<file path="src/hw/jdp_defines.vh">
`ifndef JDP_DEFINES_VH
`define JDP_DEFINES_VH

// TAP state encodings
`define JDP_ST_RESET      4'h0
`define JDP_ST_IDLE       4'h1
`define JDP_ST_SEL_DR     4'h2
`define JDP_ST_CAP_DR     4'h3
`define JDP_ST_SHIFT_DR   4'h4
`define JDP_ST_EXIT1_DR   4'h5
`define JDP_ST_PAUSE_DR   4'h6
`define JDP_ST_EXIT2_DR   4'h7
`define JDP_ST_UPD_DR     4'h8
`define JDP_ST_SEL_IR     4'h9
`define JDP_ST_CAP_IR     4'ha
`define JDP_ST_SHIFT_IR   4'hb
`define JDP_ST_EXIT1_IR   4'hc
`define JDP_ST_PAUSE_IR   4'hd
`define JDP_ST_EXIT2_IR   4'he
`define JDP_ST_UPD_IR     4'hf

// Capture values loaded into the shift paths
`define JDP_IR_CAPTURE    4'h1
`define JDP_DR_CAPTURE    32'h0000_0000

// Cycles from detected debug request to acknowledge pull, and cycles the pull lasts
`define JDP_ACK_DELAY     8'h04

`endif

</file>
<file path="src/hw/jdp_port.v">
// Overview of operation
// - All test logic shifts on test clock
// - Data in captured on rising test clock
// - Mode select sampled each rising edge
// - Data out driven in shift states and on into Exit1 until the next falling edge
// - Data out changes on falling edges
// - Low test reset resets the TAP
// - Debug event line is open drain
// - Pulled-low event line requests debug entry
// - Device pulls event line low to acknowledge
`timescale 1ns/1ns
`include "jdp_defines.vh"

module jdp_port #(
    parameter IR_W = 4,
    parameter DR_W = 32
) (
    input wire clk,
    input wire rst,
    input wire tck,
    input wire tms,
    input wire tdi,
    input wire trst_n,
    output reg tdo_o,
    output reg tdo_oe_n,
    input wire debug_event_n_i,
    output reg debug_event_n_o,
    output reg debug_event_n_oe_n,
    output reg debug_mode,
    output reg [IR_W-1:0] ir_q,
    output reg [3:0] tap_state_q
);

    // ------------------------------------------------------------
    // Pin synchronisers
    // ------------------------------------------------------------
    // Bit order of the pin vectors, from bit 0 upward
    localparam NUM_PINS = 4;
    localparam PIN_TCK = 0;
    localparam PIN_TMS = 1;
    localparam PIN_TDI = 2;
    localparam PIN_TRST = 3;

    wire [NUM_PINS-1:0] pin_raw;
    wire [NUM_PINS-1:0] pin_sync;
    reg [1:0] dbg_s_q;
    reg tck_prev_q;
    reg [7:0] ack_cnt_q;
    reg [IR_W-1:0] ir_sh_q;
    reg [DR_W-1:0] dr_sh_q;
    reg [3:0] st_d;
    wire tms_sync;
    wire tdi_sync;
    wire tck_rise;
    wire tck_fall;
    wire trst_act;
    wire shifting;

    assign pin_raw = {trst_n, tdi, tms, tck};

    // Test pins are kept out of system reset on purpose: a system reset
    // alone must not disturb the TAP, only the test reset may
    genvar g;
    generate
        for (g = 0; g < NUM_PINS; g = g + 1) begin : g_pin_sync
            reg [1:0] sync_q;
            always @(posedge clk) begin
                sync_q <= {sync_q[0], pin_raw[g]};
            end
            assign pin_sync[g] = sync_q[1];
        end
    endgenerate

    // Event line idles high, so its synchroniser resets high
    always @(posedge clk) begin
        if (rst) begin
            dbg_s_q <= 2'h3;
        end else begin
            dbg_s_q <= {dbg_s_q[0], debug_event_n_i};
        end
    end

    // Previous test clock level; follows the pin only
    always @(posedge clk) begin
        tck_prev_q <= pin_sync[PIN_TCK];
    end

    assign tms_sync = pin_sync[PIN_TMS];
    assign tdi_sync = pin_sync[PIN_TDI];
    // Edges of the test clock, found on the system clock
    assign tck_rise = pin_sync[PIN_TCK] & ~tck_prev_q;
    assign tck_fall = ~pin_sync[PIN_TCK] & tck_prev_q;
    // Only the test reset clears the TAP
    assign trst_act = ~pin_sync[PIN_TRST];
    assign shifting = (tap_state_q == `JDP_ST_SHIFT_DR) || (tap_state_q == `JDP_ST_SHIFT_IR);

    // ------------------------------------------------------------
    // TAP state machine
    // ------------------------------------------------------------
    always @* begin
        case (tap_state_q)
            `JDP_ST_RESET: st_d = tms_sync ? `JDP_ST_RESET : `JDP_ST_IDLE;
            `JDP_ST_IDLE: st_d = tms_sync ? `JDP_ST_SEL_DR : `JDP_ST_IDLE;
            `JDP_ST_SEL_DR: st_d = tms_sync ? `JDP_ST_SEL_IR : `JDP_ST_CAP_DR;
            `JDP_ST_CAP_DR: st_d = tms_sync ? `JDP_ST_EXIT1_DR : `JDP_ST_SHIFT_DR;
            `JDP_ST_SHIFT_DR: st_d = tms_sync ? `JDP_ST_EXIT1_DR : `JDP_ST_SHIFT_DR;
            `JDP_ST_EXIT1_DR: st_d = tms_sync ? `JDP_ST_UPD_DR : `JDP_ST_PAUSE_DR;
            `JDP_ST_PAUSE_DR: st_d = tms_sync ? `JDP_ST_EXIT2_DR : `JDP_ST_PAUSE_DR;
            `JDP_ST_EXIT2_DR: st_d = tms_sync ? `JDP_ST_UPD_DR : `JDP_ST_SHIFT_DR;
            `JDP_ST_UPD_DR: st_d = tms_sync ? `JDP_ST_SEL_DR : `JDP_ST_IDLE;
            `JDP_ST_SEL_IR: st_d = tms_sync ? `JDP_ST_RESET : `JDP_ST_CAP_IR;
            `JDP_ST_CAP_IR: st_d = tms_sync ? `JDP_ST_EXIT1_IR : `JDP_ST_SHIFT_IR;
            `JDP_ST_SHIFT_IR: st_d = tms_sync ? `JDP_ST_EXIT1_IR : `JDP_ST_SHIFT_IR;
            `JDP_ST_EXIT1_IR: st_d = tms_sync ? `JDP_ST_UPD_IR : `JDP_ST_PAUSE_IR;
            `JDP_ST_PAUSE_IR: st_d = tms_sync ? `JDP_ST_EXIT2_IR : `JDP_ST_PAUSE_IR;
            `JDP_ST_EXIT2_IR: st_d = tms_sync ? `JDP_ST_UPD_IR : `JDP_ST_SHIFT_IR;
            `JDP_ST_UPD_IR: st_d = tms_sync ? `JDP_ST_SEL_DR : `JDP_ST_IDLE;
            default: st_d = `JDP_ST_RESET;
        endcase
    end

    always @(posedge clk) begin
        // A system reset on its own leaves the TAP where it was, so a
        // debugger holding the port keeps its place across it
        if (trst_act) begin
            tap_state_q <= `JDP_ST_RESET;
            ir_sh_q <= {IR_W{1'b0}};
            ir_q <= {IR_W{1'b0}};
            dr_sh_q <= {DR_W{1'b0}};
        end else if (tck_rise) begin
            tap_state_q <= st_d;
            case (tap_state_q)
                `JDP_ST_RESET: ir_q <= {IR_W{1'b0}};
                `JDP_ST_CAP_IR: ir_sh_q <= `JDP_IR_CAPTURE;
                // Both shift paths move toward bit 0, which feeds tdo
                `JDP_ST_SHIFT_IR: ir_sh_q <= {tdi_sync, ir_sh_q[IR_W-1:1]};
                `JDP_ST_UPD_IR: ir_q <= ir_sh_q;
                `JDP_ST_CAP_DR: dr_sh_q <= `JDP_DR_CAPTURE;
                `JDP_ST_SHIFT_DR: dr_sh_q <= {tdi_sync, dr_sh_q[DR_W-1:1]};
                default: ir_q <= ir_q;
            endcase
        end
    end

    // ------------------------------------------------------------
    // Serial data out
    // ------------------------------------------------------------
    // Updated on the falling edge so it is settled at the next rise
    always @(posedge clk) begin
        // Released while the test reset holds the TAP
        if (trst_act) begin
            tdo_o <= 1'b0;
            tdo_oe_n <= 1'b1;
        end else if (tck_fall) begin
            tdo_oe_n <= ~shifting;
            if (tap_state_q == `JDP_ST_SHIFT_IR)
                tdo_o <= ir_sh_q[0];
            else if (tap_state_q == `JDP_ST_SHIFT_DR)
                tdo_o <= dr_sh_q[0];
        end
    end

    // ------------------------------------------------------------
    // Debug event handshake
    // ------------------------------------------------------------
    // Phases of the handshake
    localparam DBG_IDLE = 2'h0;
    localparam DBG_WAIT = 2'h1;
    localparam DBG_ACK = 2'h2;
    localparam DBG_DONE = 2'h3;

    reg [1:0] dbg_ph_q;

    // Output only ever drives low; release means enable off.
    // One entry per system reset: later pulls on the line are ignored,
    // which also keeps our own acknowledge from looking like a request.
    always @(posedge clk) begin
        if (rst) begin
            dbg_ph_q <= DBG_IDLE;
            ack_cnt_q <= 8'h00;
            debug_mode <= 1'b0;
            debug_event_n_o <= 1'b0;
            debug_event_n_oe_n <= 1'b1;
        end else begin
            debug_event_n_o <= 1'b0;
            case (dbg_ph_q)
                DBG_IDLE: begin
                    ack_cnt_q <= 8'h00;
                    if (!dbg_s_q[1]) begin
                        dbg_ph_q <= DBG_WAIT;
                    end
                end
                DBG_WAIT: begin
                    if (ack_cnt_q == `JDP_ACK_DELAY - 8'h01) begin
                        debug_mode <= 1'b1;
                        debug_event_n_oe_n <= 1'b0;
                        ack_cnt_q <= 8'h00;
                        dbg_ph_q <= DBG_ACK;
                    end else begin
                        ack_cnt_q <= ack_cnt_q + 8'h01;
                    end
                end
                DBG_ACK: begin
                    if (ack_cnt_q == `JDP_ACK_DELAY - 8'h01) begin
                        // Let go so the debugger sees the line rise again
                        debug_event_n_oe_n <= 1'b1;
                        dbg_ph_q <= DBG_DONE;
                    end else begin
                        ack_cnt_q <= ack_cnt_q + 8'h01;
                    end
                end
                default: begin
                    dbg_ph_q <= DBG_DONE;
                end
            endcase
        end
    end

endmodule // jdp_port

</file>
<file path="config.mk">
export PLATFORM = sky130hd
export DESIGN_NAME = jdp_port
export DESIGN_NICKNAME = d
export VERILOG_FILES = /design/src/hw/jdp_port.v
export VERILOG_INCLUDE_DIRS = /design/src /design/src/hw
export SDC_FILE = /design/constraint.sdc
export NUM_CORES = 1
export LEC_CHECK = 0
export BUFFER_PORTS_ARGS = -buffer_cell sky130_fd_sc_hd__buf_2
export CAP_MARGIN = 10
export CELL_PAD_IN_SITES_DETAIL_PLACEMENT = 1
export CELL_PAD_IN_SITES_GLOBAL_PLACEMENT = 2
export CORE_UTILIZATION = 34
export DETAILED_ROUTE_END_ITERATION = 10
export PLACE_DENSITY_LB_ADDON = 0.1
export RECOVER_POWER = 100
export SYNTH_ARGS = -nofsm -noshare
export SYNTH_HDL_FRONTEND = slang
export SYNTH_SLANG_ARGS = --single-unit
</file>
<file path="constraint.sdc">
create_clock -name clk -period 1.4 [get_ports clk]
set_input_delay 0.07 -clock clk [delete_from_list [all_inputs] [get_ports clk]]
set_output_delay 0.07 -clock clk [all_outputs]
set_load 0.02 [all_outputs]
</file>
# --- After elaboration in Yosys (flattened, before gate mapping) ---
# Index checks and enable logic that the tools add are counted.
op_classes:
  addsub: 1
  n_eq_ne: 22
  n_mux: 28
  bitwise: 5
  reduce_logical: 20
ops:
  columns: ["cell", "n"]
  rows:
  - ["case mux 32 bit (2 select lines)", 1]
  - ["case mux 4 bit (12 select lines)", 1]
  - ["equality test 4 bit (second input constant)", 8]
  - ["case mux 8 bit (3 select lines)", 1]
  - ["equality test 4 x 3 -> 1 bit (second input constant)", 4]
  - ["two-way mux 4 bit", 4]
  - ["two-way mux 8 bit", 2]
  - ["case mux 4 bit (2 select lines)", 2]
  - ["two-way mux 2 bit", 6]
  - ["AND reduction 2 bit", 6]
  - ["nonzero test 2 bit", 5]
  - ["adder 8 x 1 -> 8 bit (second input constant)", 1]
  - ["equality test 4 x 2 -> 1 bit (second input constant)", 2]
  - ["equality test 8 x 2 -> 1 bit (second input constant)", 1]
  - ["!= test 2 bit (second input constant)", 4]
  - ["two-way mux 1 bit", 7]
  - ["two-way mux 3 bit", 2]
  - ["case mux 2 bit (3 select lines)", 1]
  - ["AND reduction 3 bit", 2]
  - ["equality test 4 x 1 -> 1 bit (second input constant)", 1]
  - ["logical NOT 4 bit", 1]
  - ["OR reduction 2 bit", 2]
  - ["inverter 1 bit", 3]
  - ["nonzero test 3 bit", 1]
  - ["other kinds (7)", 8]
word_totals:
  register_bits: 69
  word_cells: 92

# --- Logic depth before layout (Yosys ltp) ---
depth:
  depth_word: 3
  ltp_mapped: 6

# --- Worst setup path after synthesis ---
# OpenSTA, ideal clock, no wires.
synth_timing:
  path_type: "reg2reg"
  start: "reg tap_state_q[2]"
  end: "reg dr_sh_q[0]"
  setup_ns: 0.118
  t_arrival_ns: 1.600
  t_required_ns: 1.282
  path_slack_ns: -0.318
  stages_incl_launch_ff: 7
  path_cell_list: "dfxtp_1 -> buf_4 -> or3b_1 -> a211o_1 -> buf_6 -> a22oi_1 -> nor2b_1"
synth_between:
  elab_chain_len: 3
  elab_cells_between_ends: 5
  classes_between: "eq/ne (2); mux (1); reduce/logical (2)"
synth_lines:
  columns: ["item", "line_no", "source"]
  rows:
  - ["from (decl)", "jdp_port.v:31", "output reg [3:0] tap_state_q"]
  - ["from (signal assigned)", "jdp_port.v:126", "tap_state_q <= `JDP_ST_RESET;"]
  - ["from (signal assigned)", "jdp_port.v:131", "tap_state_q <= st_d;"]
  - ["equality test 4 x 3 -> 1 bit or equality test 4 x 2 -> 1 bit (tied branches)", "jdp_port.v:132", "case (tap_state_q)"]
  - ["nonzero test 2 bit (no line)", null, null]
  - ["AND reduction 2 bit (no line)", null, null]
  - ["to (signal assigned)", "jdp_port.v:129", "dr_sh_q <= {DR_W{1'b0}};"]
  - ["to (signal assigned)", "jdp_port.v:138", "`JDP_ST_CAP_DR: dr_sh_q <= `JDP_DR_CAPTURE;"]
  - ["to (signal assigned)", "jdp_port.v:139", "`JDP_ST_SHIFT_DR: dr_sh_q <= {tdi_sync, dr_sh_q[DR_W-1:1]};"]
  - ["to (decl)", "jdp_port.v:50", "reg [DR_W-1:0] dr_sh_q;"]
# Parallel ways exist; a longest one is shown, timed or not.
# A chain may end at the register's enable or synchronous reset.

# --- Worst setup path after layout ---
layout_timing:
  start: "reg tap_state_q[3]"
  end: "reg dr_sh_q[2]"
# Same word-level chain as after synthesis.

==> results.cfg <==
[status]
status = finished with violations
violations = setup timing

[worst_setup_path]
required_ps = 1650
crit_chain = or4b_4, nor2_4, buf_12, a22oi_2, nor2b_1
startpoint_type = register
path_max_fanout = 24
max_stage_delay_ps = 570
worstSetupPathType = register to register
end_kind = register
critPathArrivalTime_ps = 1900
critPathSlowestCell = or4b_4

[placed_design]
dp.cells = 429
hpwlAfterDp_microns = 4340
post-place-ws_ps = -222
place_congestion = 0.703
io_buffer_count = 18

[sta]
max_freq_ghz = 0.607
finalSetupViolations = 49
finalMaxSlewViolations = 0
rsz0062_at_grt = true
hold_viol = 0
fin_crit_sh = 1.18
fin_hold_ws_ps = 330
fin_skew_ps = 9.77
layout_setup_ws_ps = -248
period_needed_ps = 1650

[synthesis]
synth_area_sq_um = 2860
avgSynthCellArea_sq_um = 9.88
syn_inst = 289
synth_warnings = 0
ys_async_sr_fraction = 0
synth_cell_types = 48
synth_nets = 302
synth-edff-count = 0
synth_seq_area_share = 0.484
synth_ff_type = dfxtp_1
ys_seq_elements = 69

[clock_tree]
numCtsBuffers = 9
clock_sinks = 69
clk_pin_slew_ps = 70
cts_htree_levels = 3
cts_tree = yes
cts_root_buf = clkbuf_8
clock_path_buffers = 2
worstSkewPairLatency_ps = 330

[layout]
multi_input_area_sq_um = 1630
diodes = 0
ff_latch_area_sq_um = 1400
layout.cells.non_filler = 457
drive_above_1_share = 0.378
num-fill-cells = 920
fin_nets = 360
area_growth_pct = 36.0

[power_and_ir_drop]
power_per_cell_area_nw_per_um2 = 1160
p_leak_nw = 1.34
p_total_mw = 4.50
ir_drop_mv = 0.848

[floorplan]
fp.dieH_microns = 93.7
die_area_sq_um = 8770
fp.dieW_microns = 93.7
design.core.area_sq_um = 8180
start_util = 0.349
io_pins = 20
rows = 33

[grt]
grt_pass1_wl_microns = 11000
first_global_vias = 2342
grt_max_degree = 33
grt_antenna_before_repair = 0
grt_usage = 0.161
grt-ovfl-total = 0

[routing]
vias_per_cell = 5.06
drt_iter0_drc = 30
drtPass1Iterations = 4
vias = 2314
route.detailed.drc = 0
wl_per_cell_microns = 14.8
final_antenna_net_count = 0
totalWireLength_microns = 6750

[worst_hold_path]
hold_path_class = register to register

[run]
cap_viol_max_count = 0
-- critical path, delay by kind of cell, from the launching register on --
family / cells / cell delay (ps)
simple gates: 3 / 880
flops: 1 / 360
buf+inv: 1 / 210
compound gates: 1 / 100
-- final timing paths --
check                           from                       to  slack, ps  cells past startpoint
max                   tap_state_q[3]               dr_sh_q[2]       -250                      5
min reg2reg  g_pin_sync[1].sync_q[0]  g_pin_sync[1].sync_q[1]        330                      0
min          g_pin_sync[1].sync_q[0]  g_pin_sync[1].sync_q[1]        330                      0
max reg2reg           tap_state_q[3]               dr_sh_q[2]       -250                      5
-- registers in the layout, summed over array words and instances, names as in the netlist --
register and flops:
dr_sh_q 32, ack_cnt_q 8, g_pin_sync.sync_q 8, ir_q 4, ir_sh_q 4, tap_state_q 4
dbg_ph_q 2, dbg_s_q 2, debug_event_n_oe_n 1, debug_mode 1, tck_prev_q 1, tdo_o 1
tdo_oe_n 1
-- area by class of cell --
cell class / instances / area share
inverters: 3 / 0.00290
clock buffers: 13 / 0.0409
multi-input cells: 196 / 0.419
well taps: 105 / 0.0338
clock inverters: 3 / 0.00515
repair buffers: 68 / 0.137
flip-flops and latches: 69 / 0.361
-- synth_stat cells, types with 3 or more instances --
library cell  count  area, sq um
a21oi_1           9         45.0
buf_6             7         78.8
xnor2_1           6         52.6
or3_1             3         18.8
a22oi_1          36          270
nor3_1            5         25.0
nor2b_1          40          250
a211o_1           3         26.3
inv_1             3         11.3
ha_1              6         75.1
mux2i_1           3         30.0
dfxtp_1          69         1380
a31oi_1           4         25.0
clkbuf_1          9         33.8
a21boi_1          3         22.5
o21ai_0           9         45.0
nor2_1           16         60.1
nand2_1          11         41.3
nand2b_1          4         25.0
nand3_1           5         25.0
-- logic make-up after synthesis --
kind of cell               count (synthesis)  synth area share
xor gates and xnor gates                   7            0.0215
adders and majority gates                  6            0.0263
DFF                                       69             0.484
muxes                                      3            0.0105
AOI/OAI and AO/OA                         79             0.199
other                                      1           0.00131
buffers and inverters                     24            0.0534
and+or+nand+nor                          100             0.204
-- cell usage in the layout, fill, tap and decap left out, types with 3 or more instances in the layout --
cell / instances
nand2_1: 11
dfxtp_2: 4
xnor2_1: 6
mux2i_1: 3
nor3_1: 3
buf_4: 34
clkbuf_8: 11
inv_1: 3
buf_2: 4
a22oi_2: 36
nand2b_1: 3
clkbuf_1: 15
a21oi_1: 6
buf_12: 3
dfxtp_1: 61
nor2_1: 15
dfxtp_4: 4
nand3_1: 5
buf_6: 3
clkbuf_2: 3
o21ai_0: 4
a31oi_1: 4
o21ai_1: 4
a21boi_1: 3
nor2b_1: 40
dlygate4sd3_1: 6
-- where the power goes --
part	switching [mW]	internal, mW	leakage (nW)
clock	0.738	0.739	0.0857
sequential	0.0535	2.03	0.565
combinational	0.469	0.468	0.693
total	1.26	3.24	1.34
-- per-stage QoR --
step / utilization / cell area [sq um] / setup TNS (ps)
floorplan: - / 3070 / -8920
global placement: 0.425 / 3480 / -6250
detailed placement: 0.425 / 3480 / -7880
CTS: 0.459 / 3760 / -8370
global route: 0.475 / 3880 / -12160
finish: 0.475 / 3880 / -8500
-- what timing repair did --
action / 4_1_cts / 5_1_grt
gates resized for setup: 8 / 28
setup endpoints to repair: 50 / 56
pin swaps: 3 / 10
hold buffers: 6 / 0
gates cloned: 0 / 2
hold endpoints to repair: 8 / 0
buffers inserted: 1 / 3
-- per-layer routing --
metal / vias up / track usage / wire (microns)
met2: 22 / 0.258 / 3260
met5: - / 0 / 0
li1: 1155 / - / -
met1: 1132 / 0.212 / 3290
met4: 0 / 0.0577 / 73
met3: 5 / 0.0372 / 118
Power figures use the tool's default switching activity.
